`config.mk`:
```
export PLATFORM = sky130hd
export DESIGN_NAME = gcm_global_cfg
export DESIGN_NICKNAME = d
export VERILOG_FILES = /design/src/gcm_pkg.sv /design/src/gcm_global_cfg.sv
export SDC_FILE = /design/constraint.sdc
export NUM_CORES = 1
export LEC_CHECK = 0
export BUFFER_PORTS_ARGS = -buffer_cell sky130_fd_sc_hd__clkbuf_2
export CAP_MARGIN = 20
export CELL_PAD_IN_SITES_DETAIL_PLACEMENT = 1
export CELL_PAD_IN_SITES_GLOBAL_PLACEMENT = 2
export CORE_UTILIZATION = 25
export DETAILED_ROUTE_END_ITERATION = 7
export PLACE_DENSITY_LB_ADDON = 0.3
export SYNTH_ARGS = -nofsm -noshare
export SYNTH_HDL_FRONTEND = slang
export SYNTH_SLANG_ARGS = --single-unit
```
`constraint.sdc`:
```
create_clock -name clk -period 1.8 [get_ports clk]
set_input_delay 0 -clock clk [delete_from_list [all_inputs] [get_ports clk]]
set_output_delay 0 -clock clk [all_outputs]
set_load 0.01 [all_outputs]
```
`src/gcm_pkg.sv`:
```
`default_nettype none

package gcm_pkg;

    // Register byte addresses
    localparam logic [11:0] OFF_CFG      = 12'h000;
    localparam logic [11:0] OFF_TAP      = 12'h004;
    localparam logic [11:0] OFF_IRQ_STAT = 12'h008;
    localparam logic [11:0] OFF_IRQ_MASK = 12'h00C;

    // Per-channel window: paddr[11] set, channel index in [10:6], register in [5:2]
    localparam int          CH_WIN_BIT = 11;
    localparam int          CH_IDX_LSB = 6;
    localparam int          CH_REG_LSB = 2;
    localparam int          NUM_CH     = 28;

    // global_configuration fields
    localparam int          CFG_BCAST_BIT   = 4;
    localparam int          CFG_PIN_LSB     = 2;
    localparam int          CFG_CHMASK_BIT  = 1;
    localparam int          CFG_TMRMASK_BIT = 0;
    localparam logic [7:0]  CFG_WR_MASK     = 8'h1F;
    localparam logic [7:0]  CFG_RST         = 8'h03;

    // monitor_channel_select fields
    localparam int          TAP_TX_BIT      = 5;
    localparam logic [7:0]  TAP_WR_MASK     = 8'h3F;
    localparam logic [7:0]  TAP_RST         = 8'h00;
    localparam logic [4:0]  TAP_CH_FIRST    = 5'h01;
    localparam logic [4:0]  TAP_CH_LAST     = 5'h1C;

    // Interrupt status / mask bits
    localparam int          IRQ_TMR_BIT     = 0;
    localparam int          IRQ_CH_BIT      = 1;
    localparam logic [1:0]  IRQ_MASK_RST    = 2'h0;

    // One-second interval from the 25 MHz master clock
    localparam int unsigned CLK_HZ          = 25000000;
    localparam int unsigned TIMER_PERIOD_S  = 1;
    localparam int unsigned SEC_CYCLES      = CLK_HZ * TIMER_PERIOD_S;

    typedef struct packed {
        logic [NUM_CH-1:0] wr_en;
        logic [3:0]        reg_idx;
        logic [7:0]        data;
    } gcm_chwr_s;

    typedef struct packed {
        logic       connect;
        logic       tx;
        logic [4:0] chan;
    } gcm_tap_s;

    typedef struct packed {
        logic [7:0]        cfg;
        logic [7:0]        tap_sel;
        logic [1:0]        irq_stat;
        logic [1:0]        irq_mask;
        logic [31:0]       tick_cnt;
        logic              tick;
        logic [NUM_CH-1:0] chan_irq;
        logic              irq;
        gcm_chwr_s         chwr;
        gcm_tap_s          tap;
        logic              pready;
        logic              pslverr;
        logic [31:0]       prdata;
    } gcm_state_s;

endpackage

`default_nettype wire

```
`src/gcm_global_cfg.sv`:
```
// Summary of operation
// - Broadcast bit copies channel writes to all
// - Global mask set suppresses all channel interrupts
// - Unmasked channel status raises its channel interrupt
// - Timer mask zero enables one-second interrupt
// - Select 000000 or 100000 monitors nothing
// - Codes 1 to 28 monitor receiver N
// - Codes 33 to 60 monitor transmitter N
//
// Local design decisions: the register addresses and the APB slave port.
`timescale 1ns/100ps
`default_nettype none

module gcm_global_cfg #(
    parameter int unsigned SEC_CYCLES = gcm_pkg::SEC_CYCLES
) (
    // Clock and reset
    input  wire logic                       clk,
    input  wire logic                       srst,
    // APB slave
    input  wire logic                       psel,
    input  wire logic                       penable,
    input  wire logic                       pwrite,
    input  wire logic [11:0]                paddr,
    input  wire logic [31:0]                pwdata,
    input  wire logic [3:0]                 pstrb,
    output logic                            pready,
    output logic [31:0]                     prdata,
    output logic                            pslverr,
    // Per-channel register writes
    output gcm_pkg::gcm_chwr_s              chan_wr,
    // Per-channel interrupt sources and results
    input  wire logic [gcm_pkg::NUM_CH-1:0] chan_irq_status,
    input  wire logic [gcm_pkg::NUM_CH-1:0] chan_irq_mask,
    output logic [gcm_pkg::NUM_CH-1:0]      chan_irq,
    // Monitoring port routing
    output gcm_pkg::gcm_tap_s               tap_route,
    // Global outputs
    output logic [1:0]                      int_pin_cfg,
    output logic                            sec_tick,
    output logic                            irq
);

    gcm_pkg::gcm_state_s st_r;
    gcm_pkg::gcm_state_s st_nxt;

    logic        setup_ph;
    logic        access_ph;
    logic        in_win;
    logic [4:0]  win_ch;
    logic        hit;
    logic [7:0]  rd_byte;
    logic        wr_go;

    assign setup_ph  = psel && !penable;
    assign access_ph = psel && penable && st_r.pready;
    assign in_win    = paddr[gcm_pkg::CH_WIN_BIT];
    assign win_ch    = paddr[gcm_pkg::CH_IDX_LSB +: 5];
    // Only byte lane 0 carries data; a write without it is dropped quietly
    assign wr_go     = access_ph && pwrite && !st_r.pslverr && pstrb[0];

    always_comb begin
        hit     = 1'b1;
        rd_byte = 8'h00;
        if (in_win) begin
            // Channel registers live in the channel blocks; reads here return zero
            hit = (win_ch < 5'(gcm_pkg::NUM_CH)) && (paddr[1:0] == 2'h0);
        end else begin
            case (paddr)
                gcm_pkg::OFF_CFG:      rd_byte = st_r.cfg;
                gcm_pkg::OFF_TAP:      rd_byte = st_r.tap_sel;
                gcm_pkg::OFF_IRQ_STAT: rd_byte = {6'h00, st_r.irq_stat};
                gcm_pkg::OFF_IRQ_MASK: rd_byte = {6'h00, st_r.irq_mask};
                default:               hit = 1'b0;
            endcase
        end
    end

    always_comb begin
        st_nxt              = st_r;
        st_nxt.pready       = 1'b0;
        st_nxt.tick         = 1'b0;
        st_nxt.chwr.wr_en   = '0;

        // Free-running one-second counter on the master clock
        if (st_r.tick_cnt == 32'(SEC_CYCLES - 1)) begin
            st_nxt.tick_cnt = 32'h00000000;
            st_nxt.tick     = 1'b1;
        end else begin
            st_nxt.tick_cnt = st_r.tick_cnt + 32'h00000001;
        end

        // Channel interrupts, global mask overrides everything
        if (st_r.cfg[gcm_pkg::CFG_CHMASK_BIT]) begin
            st_nxt.chan_irq = '0;
        end else begin
            st_nxt.chan_irq = chan_irq_status & ~chan_irq_mask;
        end

        // APB setup: answer is prepared here so that every output is a flop
        if (setup_ph) begin
            st_nxt.pready  = 1'b1;
            st_nxt.pslverr = !hit;
            st_nxt.prdata  = {24'h000000, rd_byte};
        end

        if (wr_go) begin
            if (in_win) begin
                st_nxt.chwr.reg_idx = paddr[gcm_pkg::CH_REG_LSB +: 4];
                st_nxt.chwr.data    = pwdata[7:0];
                if (st_r.cfg[gcm_pkg::CFG_BCAST_BIT]) begin
                    st_nxt.chwr.wr_en = '1;
                end else begin
                    st_nxt.chwr.wr_en = gcm_pkg::NUM_CH'(1) << win_ch;
                end
            end else begin
                case (paddr)
                    gcm_pkg::OFF_CFG:      st_nxt.cfg = pwdata[7:0] & gcm_pkg::CFG_WR_MASK;
                    gcm_pkg::OFF_TAP:      st_nxt.tap_sel = pwdata[7:0] & gcm_pkg::TAP_WR_MASK;
                    gcm_pkg::OFF_IRQ_STAT: st_nxt.irq_stat = st_r.irq_stat & ~pwdata[1:0];
                    gcm_pkg::OFF_IRQ_MASK: st_nxt.irq_mask = pwdata[1:0];
                    default:               st_nxt.cfg = st_r.cfg;
                endcase
            end
        end

        // Sticky events are set after the clear so a coincident event survives
        if (st_r.tick && !st_r.cfg[gcm_pkg::CFG_TMRMASK_BIT]) begin
            st_nxt.irq_stat[gcm_pkg::IRQ_TMR_BIT] = 1'b1;
        end
        if (|st_r.chan_irq) begin
            st_nxt.irq_stat[gcm_pkg::IRQ_CH_BIT] = 1'b1;
        end
        st_nxt.irq = |(st_nxt.irq_stat & st_nxt.irq_mask);

        // Monitor routing; every code outside the two channel ranges routes nothing
        st_nxt.tap.tx = st_r.tap_sel[gcm_pkg::TAP_TX_BIT];
        if (st_r.tap_sel[4:0] >= gcm_pkg::TAP_CH_FIRST
                && st_r.tap_sel[4:0] <= gcm_pkg::TAP_CH_LAST) begin
            st_nxt.tap.connect = 1'b1;
            st_nxt.tap.chan    = st_r.tap_sel[4:0];
        end else begin
            st_nxt.tap.connect = 1'b0;
            st_nxt.tap.chan    = 5'h00;
        end
    end

    always_ff @(posedge clk) begin
        if (srst) begin
            st_r          <= '0;
            st_r.cfg      <= gcm_pkg::CFG_RST;
            st_r.tap_sel  <= gcm_pkg::TAP_RST;
            st_r.irq_mask <= gcm_pkg::IRQ_MASK_RST;
        end else begin
            st_r <= st_nxt;
        end
    end

    assign pready      = st_r.pready;
    assign prdata      = st_r.prdata;
    assign pslverr     = st_r.pslverr;
    assign chan_wr     = st_r.chwr;
    assign chan_irq    = st_r.chan_irq;
    assign tap_route   = st_r.tap;
    assign int_pin_cfg = st_r.cfg[gcm_pkg::CFG_PIN_LSB +: 2];
    assign sec_tick    = st_r.tick;
    assign irq         = st_r.irq;
endmodule

`default_nettype wire

```
# ---- After elaboration in Yosys (flattened, before gate mapping)
# Index checks and enable logic that the tools add are counted.
dict set report totals {
  register_bits 134
  latchBits 0
  mem_bits_rw 0
  mem_bits_ro 0
  input_bits 109
  out_inout_bits 113
  wordCells 73
  mem_count 0
}
dict set report classes {
  n_addsub 1
  multipliers 0
  div_mod_pow 0
  n_lt_le_gt_ge 3
  n_eq_ne 4
  shifts 1
  mux 14
  bitwise 8
  reduce_logical 25
}
# operator n
set op_table {}
lappend op_table {{$mux 34} 1}
lappend op_table {{$add 32x1->32 const B} 1}
lappend op_table {{$eq 32x25->1 const B} 1}
lappend op_table {{$and 28x28->28} 1}
lappend op_table {{$mux 28} 1}
lappend op_table {{$not 28->28} 1}
lappend op_table {{$reduce_or 28->1} 1}
lappend op_table {{$shl 1x5->28 const A} 1}
lappend op_table {{$eq 12x4->1 const B} 2}
lappend op_table {{$pmux 6 s4} 1}
lappend op_table {{$eq 12x3->1 const B} 1}
lappend op_table {{$logic_not 12->1} 1}
lappend op_table {{$logic_and 1x1->1} 9}
lappend op_table {{$mux 4} 2}
lappend op_table {{$mux 8} 1}
lappend op_table {{$reduce_or 2->1} 4}
lappend op_table {{$mux 1} 6}
lappend op_table {{$reduce_and 3->1} 2}
lappend op_table {{$ge 5x1->1 const B} 1}
lappend op_table {{$le 5x5->1 const B} 1}
lappend op_table {{$lt 5x5->1 const B} 1}
lappend op_table {{$and 2x2->2} 2}
lappend op_table {{$logic_not 1->1} 4}
lappend op_table {{$mux 2} 2}
lappend op_table {{other kinds (6)} 8}

# ---- Longest topological paths before layout
# Gate-level depths: netlist of the first run.
dict set report depth {
  word_depth 9
  depth_mapped 7
}

# ---- Worst setup path before layout of the first run
# Ideal clock, no wire load.
dict set report synth_path {
  kind {reg2reg}
  start {register st_r (netlist bit pslverr)}
  end {register st_r (netlist bit chan_wr[20])}
  setup_time_ns 0.128
  t_arrival_ns 1.619
  t_required_ns 1.672
  slack_ns 0.054
  path_stages_with_launch 8
  n_path_buf 2
  path_cell_list {dfxtp_1 > and4b_1 > and3_1 > nand2_1 > or2_2 > clkbuf_1 > clkbuf_1 > nor2_1}
}
dict set report synth_via {
  elab_chain_len 5
}
# element line_no
set synth_rtl {}
lappend synth_rtl {{from (decl)} gcm_global_cfg.sv:44} ;# gcm_pkg::gcm_state_s st_r;
lappend synth_rtl {{from (signal assigned)} gcm_global_cfg.sv:155} ;# st_r <= st_nxt;
lappend synth_rtl {{$logic_not 1->1} gcm_global_cfg.sv:60} ;# assign wr_go = access_ph && pwrite && !st_r.pslverr && pstrb[0];
lappend synth_rtl {{$logic_and 1x1->1 (2 in series)} gcm_global_cfg.sv:60}
lappend synth_rtl {{$not 1->1 (no line)} -}
lappend synth_rtl {{$reduce_or 3->1 (no line)} -}
# No other way between the ends.
# A chain may end at the register's enable or synchronous reset.

# ---- Worst setup path in the final report of the first run
dict set report layout_path {
  start {register st_r[136] in the netlist's numbering}
  end {register st_r[131] in the netlist's numbering}
}
dict set report layout_via {
  elab_chain_len 2
}
# element line_no
set layout_rtl {}
lappend layout_rtl {{$eq 32x25->1} gcm_global_cfg.sv:86} ;# if (st_r.tick_cnt == 32'(SEC_CYCLES - 1)) begin
lappend layout_rtl {{$reduce_or 2->1 (no line)} -}
# No other way between the ends.

==> results of run 1 <==
worst max-delay path: stages (launching register included):
cell	delay, ns
dfxtp_1	0.35
or4_1	0.54
nor4_1	0.19
buf_4	0.15
or2_4	0.20
clkbuf_16	0.19
nor2_1	0.05
worst paths after layout:
path / end / startpoint
max: st_r[131]$_SDFF_PP0_ / st_r[136]$_SDFF_PP0_
min: chan_wr[36]$_SDFF_PP0_ / paddr[10]
max reg2reg: st_r[131]$_SDFF_PP0_ / st_r[136]$_SDFF_PP0_
min reg2reg: chan_wr[3]$_SDFFE_PP0P_ / chan_wr[3]$_SDFFE_PP0P_
Yosys cell counts (all sizes together), types with 2 or more instances:
library cell,number,area [sq um]
dfxtp,132,2643
buf,117,863.3
nor2,90,345.3
a21oi,36,183.9
nor3b,31,232.7
nand2,23,86.33
nand3,23,115.1
xor2,23,201.4
clkbuf,17,63.81
nand4,15,108.9
mux2i,14,140.1
nor4,13,102.6
nor2b,12,75.07
and3,10,62.56
and2,8,50.05
nor3,7,46.30
xnor2,7,61.31
a31oi,5,31.28
and4,5,43.79
inv,5,18.77
a211o,3,26.28
a22oi,3,22.52
mux2,3,33.78
or2,3,18.77
or4,3,22.52
mux4,2,45.04
nand2b,2,12.51
nor4b,2,32.53
o2bb2ai,2,23.77
state kept, by name, summed over array words and instances (netlist names):
register	cells
tap_route	7
st_nxt	1
sec_tick	1
irq	1
pslverr	1
pready	1
chan_irq	28
int_pin_cfg	2
st_r	44
prdata	6
chan_wr	40
layout make-up:
type,instances,area [sq um]
Clock buffer,19,432.9
Clock inverter,13,148.9
Fill cell,2648,14610
Inverter,5,18.77
Multi-Input combinational cell,380,2476
Sequential cell,132,2650
Tap cell,285,356.6
Timing Repair Buffer,290,2016
metrics by stage:
step,setup TNS (ns),power (W),util [%],setup WS [ns]
final,0,0.006803,35.66,0.02464
after global routing,-1.242,0.007079,35.66,-0.05226
after CTS,0,0.006880,34.28,0.01040
after detailed placement,-0.03623,0.003308,28.70,-0.01095
after global placement,0,0.003300,28.70,0.02450
after floorplan,0,0.003177,-,0.05364
cell families (layout without fill, tap and decap cells):
logic type               count (synthesis)  count (layout)  share of synthesized area, %
multiplexers                            19              19                         3.776
other                                    1              26                       0.06468
flip-flops                             132             132                         45.58
buffers and inverters                  139             327                         16.31
AND/OR/NAND/NOR                        249             249                         23.67
adder cells (fa/ha/maj)                  1               1                        0.2158
AO/OA/AOI/OAI                           55              55                         5.848
XOR/XNOR                                30              30                         4.532
power by group:
part	switching (W)	internal, W
sequential	0.00000412	0.00293
combinational	0.000207	0.000215
clock	0.00139	0.00206
timing repair:
action                                  4_1_cts  5_1_grt
cloned                                        0        4
resized for setup                             1       54
hold buffers                                 68        0
hold endpoints to repair                     54        0
endpoints found under the setup margin       35       91
buffers inserted                              0        6
pin swaps                                     1       18
metal layers:
layer  track usage, %  up-vias  wire [um]
met5                0        -          0
met1            15.56     2349       7239
li1                 -     2391          -
met4            5.611        0        323
met2            26.21      116       8981
met3            3.110       25        598
==> metrics.md, run 1 <==
| Metric | Value |
|---|---|
| Register area share after synthesis | 45.58% |
| Register-to-Register Path Depth | 6 |
| # diodes | 0 |
| Drt first pass iters | 4 |
| Register bit total from synthesis | ~130 |
| Worst hold slack | about 0.025 ns |
| Leakage power | 3.508 nW |
| Worst setup SP type | register |
| Clock skew | 0.008095 ns |
| DP Area | 6518 sq um |
| Hold Path Cell Cnt | 3 |
| Fmax | 563.3 MHz |
| Total GRT Usage | approximately 14% |
| Final setup fails | 0 |
| Post-synth EDFFs | 0 |
| Reg clk slew, reported paths | roughly 0.06 ns |
| Worst skew pair latency | about 0.42 ns |
| CORE AREA | about 23,000 sq um |
| Via-to-Cell Ratio | 4.343 |
| Final Instance Area | 8099 sq um |
| DPL Wire Length | 12,120 um |
| Die X-Extent | 154.3 um |
| Max-slew violations | 0 |
| CTS sink count | between 100 and 150 |
| Drt initial violations | 96 |
| Residual DRC count | 0 |
| Hold WC Path Type | in -> reg |
| Status | finished clean |
| CP Data Arrival Time | 2.08 ns |
| Top_reg_cell synth | dfxtp_1 |
| Yosys warns | 0 |
| Period utilization | 98.63% |
| Async set-reset flop share out of synthesis | 0% |
| H-tree Lvls | 4 |
| Number of library cell types mapped by synthesis | 49 |
| Nets@finish | 936 |
| Syn Inst Count | 626 |
| CTS Buf Count | 17 |
| Std-Cell Rows | 55 |
| CTS Root Cell | clkbuf_16 |
| Global-route wire length before repair | 26,270 um |
| Wirelength, routed | roughly 17,000 um |
| Crit path capture type | register |
| Final cell count without fillers | 1,124 |
| CTS tree | built |
| Most common cell after layout, fill and taps aside | clkbuf_2 |
| WP data required | 2.11 ns |
| Vias in the first global route | 5,105 |
| Crit Path Class | reg -> reg |
| RSZ-0062 raised after global routing | true |
| GRT overflow | 0 |
| I/O Buffers | 168 |
| MaxCap Viol Count | 0 |
| PwrDens | 840.0 nW/um^2 |
| Worst reg2reg setup slack | 0.02 ns |
| Initial antenna violation count | 0 |
| Syn Area/Cell | 9.262 sq um |
| Min Clock Period, post-route | 1.775 ns |
| Layout cells sized above 1 | 36.00% |
| Placer Congestion | 0.7430 |
| Layout area overhead | 39.68% |
| Commonest non-fill, non-tap cells in the layout | clkbuf_2 (168), dfxtp_1 (126), nor2_1 (70), dlygate4sd3_1 (68), buf_4 (46) |
| Placed Cells | 1,014 |
| Initial Utilization | 25.53% |
| Die Area | 23,810 sq um |
| Io pins | 222 |
| Mapped Area | 5798 sq um |
| CP max FO | 8 |
| Final ANT Viol Nets | 0 |
| Clock buffer depth | 2 |
| Wire length per cell | 15.25 um |
| VDD IR max | 0.5068 mV |
| Vias | 4,881 |
| Fin. Hold Viols | 0 |
| Die height | 154.3 um |
| Largest net degree at the start of global routing | 30 |
Power figures use the tool's default switching activity.
==> run 2: changes to the inputs <==
--- a/config.mk
+++ b/config.mk
@@ -5,6 +5,7 @@
 export SDC_FILE = /design/constraint.sdc
 export NUM_CORES = 1
 export LEC_CHECK = 0
+export ABC_AREA = 1
 export BUFFER_PORTS_ARGS = -buffer_cell sky130_fd_sc_hd__clkbuf_2
 export CAP_MARGIN = 20
 export CELL_PAD_IN_SITES_DETAIL_PLACEMENT = 1
==> run 2 against run 1 <==
Net effect:
- final cell count up 19%
- register-to-register slack better by 0.19 ns
- largest power group unchanged
- global-route usage rose by 1.6 points
- utilization down 2.0 points
- maximum frequency is 12% higher
- clock power about the same
- critical endpoint is now chan_irq[8]$_SDFF_PP0_
- critical path depth down 3
- total power barely moved
- synthesized area rose by 8.5%
==> metrics.md, run 2 <==
| Metric | Value |
|---|---|
| # diodes | 0 (unchanged) |
| Async set-reset flop share out of synthesis | 0% (unchanged) |
| Residual DRC count | 0 (unchanged) |
| Critical path buffers and inverters | 1 (-1) |
| Status | finished clean |
| Wire length per cell | 14.74 um (-3.4%) |
| Synth top area cells | dfxtp_1 (42%), buf_4 (13%), nand2_1 (7.3%), nor2_1 (6.5%), a21oi_1 (5.3%) |
| CP max FO | 29 (+21) |
| Max_slew headroom | 65.88% |
| GRT overflow | 0 (unchanged) |
| Yosys top cell by area | dfxtp_1 |
| Period utilization | 87.96% (-11 points) |
| Hold WC Path Type | in -> reg |
| Crit Path Class | reg -> reg |
| Via-to-Cell Ratio | 4.248 (-2.2%) |
| Min Clock Period, post-route | 1.583 ns (-0.1921 ns) |
| Wirelength, routed | 19,760 um (+15%) |
| Cell with the most instances after synthesis | dfxtp_1 |
| Crit-path cells | or2_4 > nor3b_1 > dlygate4sd3_1 |
| Max reg flops | 44 (unchanged) |
| Yosys warns | 0 (unchanged) |
| Number of library cell types mapped by synthesis | 35 (-29%) |
| Syn Area/Cell | 7.632 sq um (-18%) |
| Layout area overhead | 31.10% |
| Initial antenna violation count | 0 (unchanged) |
| RSZ-0062 raised after global routing | false |
| Post-synth EDFFs | 0 (unchanged) |
| Core Util, Final | 33.70% (-2.0 points) |
| Pwr Total | 0.006806 W (about the same) |
| Total GRT Usage | 15.74% (+1.6 points) |
| CORE AREA | 24,460 sq um (+7.7%) |
| Clock buffer depth | 2 (unchanged) |
| DP Area | 6898 sq um (+5.8%) |
| CP Data Arrival Time | 1.93 ns (-0.15 ns) |
| Biggest register | st_r |
| Final ANT Viol Nets | 0 (unchanged) |
| Die Area | 25,790 sq um (+8.3%) |
| Final WS setup | 0.2167 ns (+0.1921 ns) |
| Commonest non-fill, non-tap cells in the layout | clkbuf_2 (168), dfxtp_1 (132), nand2_1 (123), nor2_1 (109), dlygate4sd3_1 (76) |
| I/O Buffers | 168 (unchanged) |
| Slowest CP cell | dlygate4sd3_1 |
| Pre-CTS setup slack | 0.2201 ns (+0.2311 ns) |
| WP data required | 2.15 ns (+0.04 ns) |
| VDD IR max | 0.4317 mV (-15%) |
| Final setup fails | 0 (unchanged) |
| Synth Area in Compound Gates | 7.680% (+1.8 points) |
| Clock skew | 0.007345 ns (-0.0007504 ns) |
| Crit path capture type | register |
| Die height | 160.6 um (+4.1%) |
| Drt first pass iters | 4 (unchanged) |
| Mapped Area | 6289 sq um (+8.5%) |
| Xor-xnor portion of the synthesized cell area | 1.253% (-3.3 points) |
| Global-route wire length before repair | 31,260 um (+19%) |
| Most common cell after layout, fill and taps aside | clkbuf_2 |
| Final Instance Area | 8244 sq um (+1.8%) |
| CTS sink count | 132 (unchanged) |
| Reg clk slew, reported paths | 0.06 ns (about the same) |
| Synth top cells by count | dfxtp_1 (132), nand2_1 (123), buf_4 (112), nor2_1 (109), a21oi_1 (67) |
| Io pins | 222 (unchanged) |
| Fmax | 631.6 MHz (+12%) |
| Multi-input logic area | 2574 sq um (+3.9%) |
| Worst Tran Pin Value | 0.5100 ns |
| Multiplexer share of the synthesized area | 0% (-3.8 points) |
| Simple-gate share of the synthesized area | 30.20% (+6.5 points) |
| Drt initial violations | 200 (+110%) |
| Top_reg_cell synth | dfxtp_1 |
| DPL Wire Length | 14,650 um (+21%) |
| Syn Inst Count | 824 (+32%) |
| Layout cells sized above 1 | 24.98% (-11 points) |
| Nets@finish | 1,114 (+19%) |
| Placer Congestion | 0.7808 (+5.1%) |
| Register area share after synthesis | 42.02% (-3.6 points) |
| CTS tree | built |
| Synth top area share | 42.02% (-3.6 points) |
| H-tree Lvls | 4 (unchanged) |
| Worst setup SP type | register |
| PwrDens | 825.6 nW/um^2 (-1.7%) |
| Largest net degree at the start of global routing | 30 (unchanged) |
| Fin Setup TNS | 0 ns (unchanged) |
| Fin. Hold Viols | 0 (unchanged) |
| Initial Utilization | 25.71% (+0.18 points) |
| Max-slew violations | 0 (unchanged) |
| # fillers | 3,023 (+14%) |
| Die X-Extent | 160.6 um (+4.1%) |
| CTS Buf Count | 17 (unchanged) |
| Worst skew pair latency | 0.42 ns (about the same) |
| Vias in the first global route | 5,839 (+14%) |
| Top cell family by delay on the critical path | buffers and inverters |
| Register bit total from synthesis | 132 (unchanged) |
| Reg area | 2643 sq um (-0.28%) |
| Post-synthesis adder-cell area fraction | 0.1990% (-0.017 points) |
| Vias | 5,697 (+17%) |
| Std-Cell Rows | 57 (+3.6%) |
| CTS Root Cell | clkbuf_16 |
| Main combinational cell family by area after synthesis | simple AND/OR/NAND/NOR gates |
| MaxCap Viol Count | 0 (unchanged) |
| Slowest stage delay, CP | 0.60 ns (+0.06 ns) |
| Leakage power | 3.495 nW (-0.37%) |
-- run 2: changes by cell type in the layout (fill, tap and decap cells not counted), moves of 14 or more --
cell	change
mux2i_1	-14
xor2_1	-17
nor2_1	+39
a21oi_1	+32
buf_4	-25
o21ai_0	+27
nor3_1	+24
inv_1	+53
nand2_1	+100
nand3_1	+22
-- run 2: what timing repair did --
| item | 4_1_cts | 5_1_grt |
|---|---|---|
| hold buffers | 76 | 0 |
| buffers inserted | 0 | 0 |
| gates resized for setup | 0 | 1 |
| endpoints found under the setup margin | 0 | 16 |
| endpoints found under the hold margin | 68 | 0 |
-- run 2: routing by layer --
layer	GRT usage, %	wire (um)	up-vias
li1	-	-	2905
met1	19.25	9043	2682
met2	27.10	9772	86
met3	3.202	534	24
met4	5.887	410	0
met5	0	0	-
-- run 2: power by group --
part | internal [W] | leakage, nW | switching [W]
sequential | 0.00293 | 1.06 | 0.00000928
clock | 0.00205 | 0.277 | 0.00141
combinational | 0.000198 | 2.15 | 0.000206
-- run 2: kinds of logic after synthesis --
kind of cell             after synthesis
AO/OA/AOI/OAI                         96
XOR/XNOR                               9
buffers and inverters                195
AND/OR/NAND/NOR                      390
flip-flops                           132
other                                  1
adder cells (fa/ha/maj)                1
-- run 2: worst min-delay path: stages --
cell and delay (ns):
clkbuf_2 0.20, nand4_1 0.14, a21oi_1 0.06
-- run 2: per-stage QoR --
stage               hold WS [ns]  instances
CTS                     0.009621       1341
global placement          0.1648       1233
global route             0.04809       1341
detailed placement        0.1672       1233
floorplan                0.07615        849
finish                   0.04198       1341
-- run 2: worst paths after layout --
check	slack, ns	depth (start not counted)	to	startpoint
hold / removal	0.04	3	chan_wr[32]$_SDFF_PP0_	paddr[8]
hold reg to reg	0.47	2	st_r[142]$_SDFF_PP0_	st_r[142]$_SDFF_PP0_
setup reg to reg	0.22	3	chan_irq[8]$_SDFF_PP0_	st_r[156]$_SDFFE_PP1P_
setup / recovery	0.22	3	chan_irq[8]$_SDFF_PP0_	st_r[156]$_SDFFE_PP1P_
-- run 2: cell type report --
type                       instances  area share [%]
timing repair buffer             267           21.82
sequential                       132           32.05
clock inverter                    14           1.867
tap                              324           4.917
clock buffer                      18           5.206
inverter                          64           2.914
multi-input combinational        522           31.22
